<file path="src/spm_defines.svh">
// constants shared by the serial master block
`ifndef SPM_DEFINES_SVH
`define SPM_DEFINES_SVH

// core clock
`define SPM_CLK_PERIOD_NS 5
// flash link clock: legal period window and the chosen period
`define SPM_FLASH_MIN_NS 20
`define SPM_FLASH_MAX_NS 100
`define SPM_FLASH_SCK_NS 40
// power link clock: chosen period (legal 33.3 ns .. 100 ns)
`define SPM_PWR_SCK_NS 50
// half periods in core cycles, rounded down, so the rate never falls below the chosen rate
`define SPM_FLASH_HALF ((`SPM_FLASH_SCK_NS / `SPM_CLK_PERIOD_NS) / 2)
`define SPM_PWR_HALF ((`SPM_PWR_SCK_NS / `SPM_CLK_PERIOD_NS) / 2)
// data layout
`define SPM_BYTE_W 8
`define SPM_QUAD_W 4
`define SPM_CNT_W 4
`define SPM_BITS_SINGLE 4'h8
`define SPM_BITS_QUAD 4'h2
`define SPM_MISO_LINE 1
`define SPM_MOSI_LINE 0
`define SPM_ENTRY_W 9
`define SPM_BUF_DEPTH 2
`define SPM_LINK_FLASH 1'b0
`define SPM_LINK_PWR 1'b1

`endif

</file>
<file path="src/spm_pkg.sv">
// types of the serial master block
`default_nettype none
`include "spm_defines.svh"
package spm_pkg;

    typedef enum logic [2:0] {
        ST_IDLE,
        ST_LOW,
        ST_HIGH,
        ST_DRAIN,
        ST_PUSH,
        ST_NEXT
    } spm_state_t;

    typedef struct packed {
        spm_state_t st;
        logic link;
        logic quad;
        logic qin;
        logic last;
        logic [`SPM_BYTE_W-1:0] tx;
        logic [`SPM_BYTE_W-1:0] rx;
        logic [`SPM_CNT_W-1:0] bits;
        logic [`SPM_CNT_W-1:0] cnt;
        logic [1:0] fpipe;
        logic [`SPM_QUAD_W-1:0] fsync1;
        logic [`SPM_QUAD_W-1:0] fsync2;
        logic psync1;
        logic psync2;
        logic fclk;
        logic fsel_n;
        logic [`SPM_QUAD_W-1:0] fout;
        logic [`SPM_QUAD_W-1:0] foe;
        logic pclk;
        logic psel_n;
        logic pout;
        logic cmd_rdy;
        logic busy;
        logic push;
        logic [`SPM_ENTRY_W-1:0] push_data;
    } spm_core_t;

    typedef struct packed {
        logic [`SPM_BUF_DEPTH-1:0][`SPM_ENTRY_W-1:0] slot;
        logic [1:0] cnt;
    } spm_buf_t;

endpackage
`default_nettype wire

</file>
<file path="src/spm_stream_if.sv">
// valid/ready stream carrying one received byte and its last flag
`timescale 1ns/100ps
`default_nettype none
`include "spm_defines.svh"
interface spm_stream_if;
    logic valid;
    logic ready;
    logic [`SPM_ENTRY_W-1:0] data;
    modport src (output valid, output data, input ready);
    modport snk (input valid, input data, output ready);
endinterface
`default_nettype wire

</file>
<file path="src/spm_rxbuf.sv">
// two-entry receive buffer between the shift engine and the user
`timescale 1ns/100ps
`default_nettype none
`include "spm_defines.svh"
module spm_rxbuf
    import spm_pkg::*;
(
    // clock and reset
    input wire logic clk,
    input wire logic nrst,
    // streams
    spm_stream_if.snk wr,
    spm_stream_if.src rd
);
    spm_buf_t st_reg;
    spm_buf_t st_next;
    logic push;
    logic pop;

    ////////////////////////////////////////////////////////////////////////
    // fill level kept as a thermometer so valid leaves straight from a flop
    assign wr.ready = !st_reg.cnt[1];
    assign rd.valid = st_reg.cnt[0];
    assign rd.data = st_reg.slot[0];
    assign push = wr.valid && wr.ready;
    assign pop = rd.valid && rd.ready;

    // head always sits in slot 0, so the output is a plain flop
    always_comb begin
        st_next = st_reg;
        if (pop) begin
            st_next.slot[0] = st_reg.slot[1];
            st_next.cnt = {1'b0, st_reg.cnt[1]};
        end
        if (push) begin
            st_next.slot[st_next.cnt[0]] = wr.data;
            st_next.cnt = {st_next.cnt[0], 1'b1};
        end
    end

    always_ff @(posedge clk or negedge nrst) begin
        if (!nrst) begin
            st_reg <= '0;
        end else begin
            st_reg <= st_next;
        end
    end
endmodule
`default_nettype wire

</file>
<file path="src/spm_master.sv">
// two-link late-capture serial master: flash port and power chip port
// Function
// - flash clock period within 20..100 ns
// - flash top rate may sit below ceiling
// - flash link mode 0, clock idles low
// - flash data launched on clock/select fall
// - flash lines sampled on falling edge
// - power link mode 0, clock idles low
// - power output launched on falling edges
// - power input sampled on falling edge
`timescale 1ns/100ps
`default_nettype none
`include "spm_defines.svh"
module spm_master
    import spm_pkg::*;
(
    // clock and reset
    input wire logic clk,
    input wire logic nrst,
    // command bytes
    input wire logic cmd_valid,
    output logic cmd_ready,
    input wire logic cmd_link,
    input wire logic cmd_quad,
    input wire logic cmd_qin,
    input wire logic cmd_last,
    input wire logic [`SPM_BYTE_W-1:0] cmd_data,
    // received bytes
    output logic rx_valid,
    input wire logic rx_ready,
    output logic [`SPM_BYTE_W-1:0] rx_data,
    output logic rx_last,
    output logic busy,
    // flash link
    output logic flash_serial_clock,
    output logic flash_select_n,
    input wire logic [`SPM_QUAD_W-1:0] flash_data_lines_in,
    output logic [`SPM_QUAD_W-1:0] flash_data_lines_out,
    output logic [`SPM_QUAD_W-1:0] flash_data_lines_oe,
    // power chip link
    output logic pwr_serial_clock,
    output logic pwr_select0_n,
    output logic pwr_serial_out,
    input wire logic pwr_serial_in
);
    localparam spm_core_t CORE_RST = '{st: ST_IDLE, fsel_n: 1'b1, psel_n: 1'b1, default: '0};

    spm_core_t st_reg;
    spm_core_t st_next;
    spm_stream_if rxq_in();
    spm_stream_if rxq_out();

    ////////////////////////////////////////////////////////////////////////
    // half period minus one per link, rounded down
    function automatic logic [`SPM_CNT_W-1:0] half_m1(input logic link);
        if (link == `SPM_LINK_PWR) begin
            half_m1 = `SPM_CNT_W'(`SPM_PWR_HALF - 1);
        end else begin
            half_m1 = `SPM_CNT_W'(`SPM_FLASH_HALF - 1);
        end
    endfunction

    // put the next bit or nibble on the lines and shift it out of tx
    function automatic spm_core_t launch(input spm_core_t c);
        spm_core_t r;
        r = c;
        if (c.link == `SPM_LINK_PWR) begin
            r.pout = c.tx[`SPM_BYTE_W-1];
            r.tx = {c.tx[`SPM_BYTE_W-2:0], 1'b0};
        end else if (c.quad) begin
            r.fout = c.tx[`SPM_BYTE_W-1 -: `SPM_QUAD_W];
            r.foe = c.qin ? '0 : '1;
            r.tx = {c.tx[`SPM_QUAD_W-1:0], `SPM_QUAD_W'(0)};
        end else begin
            r.fout = '0;
            r.fout[`SPM_MOSI_LINE] = c.tx[`SPM_BYTE_W-1];
            r.foe = '0;
            r.foe[`SPM_MOSI_LINE] = 1'b1;
            r.tx = {c.tx[`SPM_BYTE_W-2:0], 1'b0};
        end
        return r;
    endfunction

    ////////////////////////////////////////////////////////////////////////
    spm_rxbuf u_rxbuf (
        .clk(clk),
        .nrst(nrst),
        .wr(rxq_in.snk),
        .rd(rxq_out.src)
    );

    assign rxq_in.valid = st_reg.push;
    assign rxq_in.data = st_reg.push_data;
    assign rxq_out.ready = rx_ready;
    assign rx_valid = rxq_out.valid;
    assign rx_data = rxq_out.data[`SPM_BYTE_W-1:0];
    assign rx_last = rxq_out.data[`SPM_BYTE_W];

    assign cmd_ready = st_reg.cmd_rdy;
    assign busy = st_reg.busy;
    assign flash_serial_clock = st_reg.fclk;
    assign flash_select_n = st_reg.fsel_n;
    assign flash_data_lines_out = st_reg.fout;
    assign flash_data_lines_oe = st_reg.foe;
    assign pwr_serial_clock = st_reg.pclk;
    assign pwr_select0_n = st_reg.psel_n;
    assign pwr_serial_out = st_reg.pout;

    ////////////////////////////////////////////////////////////////////////
    always_comb begin
        st_next = st_reg;
        // pins pass two flops; the fall strobe is delayed to match
        st_next.fsync1 = flash_data_lines_in;
        st_next.fsync2 = st_reg.fsync1;
        st_next.psync1 = pwr_serial_in;
        st_next.psync2 = st_reg.psync1;
        st_next.fpipe = {st_reg.fpipe[0], 1'b0};
        // late capture of the falling-edge sample
        if (st_reg.fpipe[1]) begin
            if (st_reg.link == `SPM_LINK_PWR) begin
                st_next.rx = {st_reg.rx[`SPM_BYTE_W-2:0], st_reg.psync2};
            end else if (st_reg.quad) begin
                st_next.rx = {st_reg.rx[`SPM_QUAD_W-1:0], st_reg.fsync2};
            end else begin
                st_next.rx = {st_reg.rx[`SPM_BYTE_W-2:0], st_reg.fsync2[`SPM_MISO_LINE]};
            end
        end
        if (st_reg.push && rxq_in.ready) begin
            st_next.push = 1'b0;
        end
        case (st_reg.st)
            ST_IDLE, ST_NEXT: begin
                st_next.cmd_rdy = 1'b1;
                if (cmd_valid && st_reg.cmd_rdy) begin
                    st_next.cmd_rdy = 1'b0;
                    if (st_reg.st == ST_IDLE) begin
                        st_next.link = cmd_link;
                        st_next.busy = 1'b1;
                        // select falls with the first bit
                        st_next.fsel_n = (cmd_link != `SPM_LINK_FLASH);
                        st_next.psel_n = (cmd_link != `SPM_LINK_PWR);
                    end
                    st_next.quad = cmd_quad && (st_next.link == `SPM_LINK_FLASH);
                    st_next.qin = cmd_qin;
                    st_next.last = cmd_last;
                    st_next.tx = cmd_data;
                    st_next.bits = st_next.quad ? `SPM_BITS_QUAD : `SPM_BITS_SINGLE;
                    st_next = launch(st_next);
                    st_next.cnt = half_m1(st_next.link);
                    st_next.st = ST_LOW;
                end
            end
            ST_LOW: begin
                if (st_reg.cnt == '0) begin
                    st_next.fclk = (st_reg.link == `SPM_LINK_FLASH);
                    st_next.pclk = (st_reg.link == `SPM_LINK_PWR);
                    st_next.cnt = half_m1(st_reg.link);
                    st_next.st = ST_HIGH;
                end else begin
                    st_next.cnt = st_reg.cnt - `SPM_CNT_W'(1);
                end
            end
            ST_HIGH: begin
                if (st_reg.cnt == '0) begin
                    // clock returns low on the fall edge
                    st_next.fclk = 1'b0;
                    st_next.pclk = 1'b0;
                    st_next.fpipe[0] = 1'b1;
                    st_next.bits = st_reg.bits - `SPM_CNT_W'(1);
                    if (st_next.bits != '0) begin
                        // next bit leaves on the sampling edge
                        st_next = launch(st_next);
                        st_next.cnt = half_m1(st_reg.link);
                        st_next.st = ST_LOW;
                    end else begin
                        st_next.st = ST_DRAIN;
                    end
                end else begin
                    st_next.cnt = st_reg.cnt - `SPM_CNT_W'(1);
                end
            end
            ST_DRAIN: begin
                // wait until the final sample is in
                if (st_reg.fpipe == '0) begin
                    st_next.push = 1'b1;
                    st_next.push_data = {st_reg.last, st_reg.rx};
                    st_next.st = ST_PUSH;
                end
            end
            ST_PUSH: begin
                // a full buffer stalls here with the clock parked low
                if (st_reg.push && rxq_in.ready) begin
                    if (st_reg.last) begin
                        // release select only after the capture
                        st_next.fsel_n = 1'b1;
                        st_next.psel_n = 1'b1;
                        st_next.foe = '0;
                        st_next.busy = 1'b0;
                        st_next.st = ST_IDLE;
                    end else begin
                        st_next.st = ST_NEXT;
                    end
                end
            end
            default: begin
                st_next = CORE_RST;
            end
        endcase
    end

    always_ff @(posedge clk or negedge nrst) begin
        if (!nrst) begin
            st_reg <= CORE_RST;
        end else begin
            st_reg <= st_next;
        end
    end
endmodule
`default_nettype wire

</file>
<file path="config.mk">
export PLATFORM = sky130hd
export DESIGN_NAME = spm_master
export DESIGN_NICKNAME = d
export VERILOG_FILES = /design/src/spm_pkg.sv /design/src/spm_stream_if.sv /design/src/spm_rxbuf.sv /design/src/spm_master.sv
export VERILOG_INCLUDE_DIRS = /design/src /design/src/src
export SDC_FILE = /design/constraint.sdc
export NUM_CORES = 1
export LEC_CHECK = 0
export BUFFER_PORTS_ARGS = -buffer_cell sky130_fd_sc_hd__buf_2
export CAP_MARGIN = 15
export CORE_MARGIN = 4
export CORE_UTILIZATION = 38
export DETAILED_ROUTE_END_ITERATION = 10
export SETUP_SLACK_MARGIN = 0.4
export SYNTH_ARGS = -nofsm -noshare
export SYNTH_HDL_FRONTEND = slang
export SYNTH_SLANG_ARGS = --single-unit
</file>
<file path="constraint.sdc">
create_clock -name clk -period 2.8 [get_ports clk]
set_clock_uncertainty 0.15 [all_clocks]
set_input_delay 0.28 -clock clk [delete_from_list [all_inputs] [get_ports clk]]
set_output_delay 0.28 -clock clk [all_outputs]
set_load 0.01 [all_outputs]
</file>
==> impl_table.tex <==
\begin{tabular}{lr}
\hline
Metric & Value \\
\hline
\multicolumn{2}{l}{\textbf{Worst hold path}} \\
Class of the worst hold path & in -> reg \\
Worst Hold Launch & cmd\_data[0] \\
\multicolumn{2}{l}{\textbf{Synth}} \\
Count of warnings emitted by yosys & 0 \\
Post-synthesis register bit count & 85 \\
Netlist area before placement & 0.00442 mm² \\
Commonest register cell after synthesis & sky130\_fd\_sc\_hd\_\_dfrtp\_1 \\
Share of async-settable or async-resettable flops after synthesis & 1.00 \\
EDFF count, synth & 0 \\
Post-Synthesis Net Count & approximately 460 \\
Average instance area after synthesis & about 10 µm² \\
Top cell type's share of synthesized area & 0.470 \\
Library cell with the largest summed area after synthesis & sky130\_fd\_sc\_hd\_\_dfrtp\_1 \\
Leading cell types by count after synthesis & sky130\_fd\_sc\_hd\_\_dfrtp\_1 (83), sky130\_fd\_sc\_hd\_\_nor2\_1 (41), sky130\_fd\_sc\_hd\_\_mux2i\_1 (30) \\
Count of distinct cell types in the synthesized netlist & a little under 60 \\
Most frequent cell after synthesis & sky130\_fd\_sc\_hd\_\_dfrtp\_1 \\
Sequential cell area fraction in the yosys report & 0.482 \\
Gate count of the mapped netlist & 430 \\
Ranking of synthesized cells by area & sky130\_fd\_sc\_hd\_\_dfrtp\_1 (47\%), sky130\_fd\_sc\_hd\_\_mux2i\_1 (6.8\%), sky130\_fd\_sc\_hd\_\_mux2\_2 (3.6\%) \\
\multicolumn{2}{l}{\textbf{Cells and area}} \\
Max FFs per register & 42 \\
Antenna cell count & 0 \\
Area Growth Syn to Fin & 16.7\% \\
Finished Cell Area & 0.00515 mm² \\
Total number of nets in the final design & 496 \\
Share of layout cells above drive strength 1 & 0.244 \\
\multicolumn{2}{l}{\textbf{Floorplanning}} \\
Die area & between 0.01 and 0.015 mm² \\
Site row count & 39 \\
Boundary pin count & 46 \\
Floorplan die width & 116 µm \\
Core Box Area & 0.0114 mm² \\
Height of the chip & between 100 and 150 µm \\
Initial Utilization & 0.387 \\
\multicolumn{2}{l}{\textbf{Timing}} \\
Final total negative setup slack & 0 ns \\
Final-report hold violation count & 0 \\
Worst hold slack & between 0.04 and 0.05 ns \\
Number of endpoints failing setup at the final stage & 0 \\
Headroom to the max-slew limit & 0.481 \\
Slew Limit Fails & 0 \\
Unrepaired setup endpoints after global routing & false \\
Final critical-path share of the clock period & 0.825 \\
Min setup slack post-route & $\sim$0.5 ns \\
Peak Freq & approximately 430 MHz \\
Shortest clock period the worst path allows after layout & $\sim$2.3 ns \\
Slew at the pin closest to its max-slew limit & slightly below 0.8 ns \\
\multicolumn{2}{l}{\textbf{Worst setup path}} \\
CP max FO & 13 \\
Register-to-register path setup slack & 0.49 ns \\
Startpoint Class & flip-flop \\
Worst-path cell with the longest stage delay & sky130\_fd\_sc\_hd\_\_or4b\_1 \\
Worst setup path startpoint & st\_reg[65]\$\_DFFE\_PN0P\_ \\
Cell occurring most often along the worst timing path & sky130\_fd\_sc\_hd\_\_a32o\_1 \\
Series of cell instances along the critical path & buf\_4 -> or4b\_1 -> nand3\_1 -> nor2\_1 -> a32o\_1 -> a32o\_1 \\
Critical path type & reg -> reg \\
Critical path capture point type & flip-flop \\
Crit path arrival time & approximately 2.4 ns \\
Worst reg2reg startpoint & st\_reg[65]\$\_DFFE\_PN0P\_ \\
Endpoint required time on the critical path & roughly 2.9 ns \\
Crit-path max cell delay & approximately 0.54 ns \\
\multicolumn{2}{l}{\textbf{Global route}} \\
Number of antenna violations at the first check in global routing & 0 \\
Total grt overflow & 0 \\
Total routing resource utilization after global routing & 0.155 \\
Largest net degree at the start of global routing & 46 \\
Via count of the first global-routing pass & roughly 3300 \\
Wire length of the first global-routing pass & around 17 mm \\
\multicolumn{2}{l}{\textbf{CTS}} \\
Root Buffer Master & sky130\_fd\_sc\_hd\_\_clkbuf\_16 \\
Clock tree from TritonCTS & built \\
Clk sinks & 85 \\
Clock buffers created by TritonCTS & 9 \\
Post-CTS clock slew at the launch and capture registers of the worst setup and hold paths & around 0.070 ns \\
Number of buffers on the longest clock path & 2 \\
H-tree depth reported by CTS & 3 \\
Clock network latency to the later pin of the worst-skew pair & approximately 0.34 ns \\
\multicolumn{2}{l}{\textbf{Flow run}} \\
Max-cap check violation count & 0 \\
\multicolumn{2}{l}{\textbf{Detailed routing}} \\
Via-to-Cell Ratio & 5.32 \\
Final wirelength & 9.65 mm \\
Overall via count from detail\_route & around 3300 \\
Routed length per placed instance & 15.6 µm \\
Initial DRT Pass Iterations & 4 \\
Post-route antenna net violation count & 0 \\
DRC marker count from the first detailed-route iteration & 178 \\
Number of remaining DRC errors & 0 \\
\multicolumn{2}{l}{\textbf{Run status}} \\
Outcome & finished clean \\
\multicolumn{2}{l}{\textbf{Power and ir drop}} \\
Total power after layout & 4.71 mW \\
Max IR drop VDD & $\sim$0.43 mV \\
Power density normalized to cell area & 913 mW/mm² \\
Leakage & between 2 and 2.5 nW \\
\multicolumn{2}{l}{\textbf{Placed design}} \\
Total of buffers placed on input and output ports & between 40 and 50 \\
Pre-CTS setup slack & $\sim$0.28 ns \\
Final RePlAce weighted congestion & 0.824 \\
Total placed instance area & between 0.004 and 0.005 mm² \\
Half-perimeter wire length after placement & between 7 and 8 mm \\
\hline
\end{tabular}
-- layer usage --
| metal | vias up | part of all wire | wire length, µm | track usage |
|---|---|---|---|---|
| met5 | - | 0 | 0 | 0 |
| met4 | 0 | 0.016 | 158 | 0.0588 |
| met3 | 14 | 0.043 | 415 | 0.0256 |
| met2 | 83 | 0.44 | 4260 | 0.231 |
| met1 | 1568 | 0.50 | 4810 | 0.227 |
| li1 | 1630 | - | - | - |
-- per-stage QoR --
step,utilization,cells
detailed placement,0.415,597
global route,0.451,619
floorplan,-,430
global placement,0.415,596
finish,0.451,619
CTS,0.448,619
-- power by group --
group | switching (mW) | internal [mW] | total, mW
Clock | 0.539 | 0.630 | 1.17
Combinational | 1.08 | 0.824 | 1.90
Sequential | 0.203 | 1.43 | 1.64
-- cell families (layout without fill, tap and decap cells) --
family                     Yosys count  in the layout  synth area share
DFF                                 85             85             0.482
AOI/OAI and AO/OA                  119            119             0.190
adders and majority gates            4              4            0.0113
buffers and inverters               51             97            0.0612
muxes                               47             47             0.113
xor gates and xnor gates             2              2           0.00397
and+or+nand+nor                    122            122             0.138
-- final timing paths --
check,cells after the start,end
max in group asynchronous,3,st_reg[59]$_DFFE_PN0P_
max reg2reg,6,flash_data_lines_out[3]$_DFFE_PN0P_
max,6,flash_data_lines_out[3]$_DFFE_PN0P_
min,3,st_reg[54]$_DFFE_PN0P_
min reg2reg,1,st_reg[27]$_DFF_PN0_
min in group asynchronous,2,flash_data_lines_oe[2]$_DFFE_PN0P_
-- final cells by class --
cell class	instances	area, µm²
repair buffers	68	428
clock inverters	7	76.3
multi-input cells	294	2060
clock buffers	9	225
flip-flops and latches	85	2130
inverters	13	48.8
fillers	1137	6260
well taps	143	179
-- cell usage in the layout, fill, tap and decap left out, types with 11 or more instances in the layout --
master / Yosys / final
sky130_fd_sc_hd__nor3_1: 12 / 11
sky130_fd_sc_hd__o21ai_0: 19 / 19
sky130_fd_sc_hd__a22o_1: 11 / 11
sky130_fd_sc_hd__and2_1: 13 / 13
sky130_fd_sc_hd__buf_2: 6 / 44
sky130_fd_sc_hd__buf_4: 17 / 17
sky130_fd_sc_hd__inv_1: 13 / 13
sky130_fd_sc_hd__mux2_2: 14 / 14
sky130_fd_sc_hd__mux2i_1: 30 / 30
sky130_fd_sc_hd__nand2_1: 28 / 27
sky130_fd_sc_hd__nor2_1: 41 / 40
sky130_fd_sc_hd__dfrtp_1: 83 / 80
sky130_fd_sc_hd__a21oi_1: 27 / 27
-- critical path: cells and delay by family (launching register included) --
kind	cells	cell delay, ns
buf+inv	1	0.19
flops	1	0.49
compound gates	2	0.50
simple gates	3	0.87
-- repair_timing --
item | CTS | global route
endpoints found under the setup margin | 4 | 19
pin swaps | 0 | 1
setup buffers | 0 | 0
endpoints found under the hold margin | 47 | 0
resized for setup | 4 | 9
hold buffers | 6 | 0
Note: power is estimated with default switching activity, not from simulation.
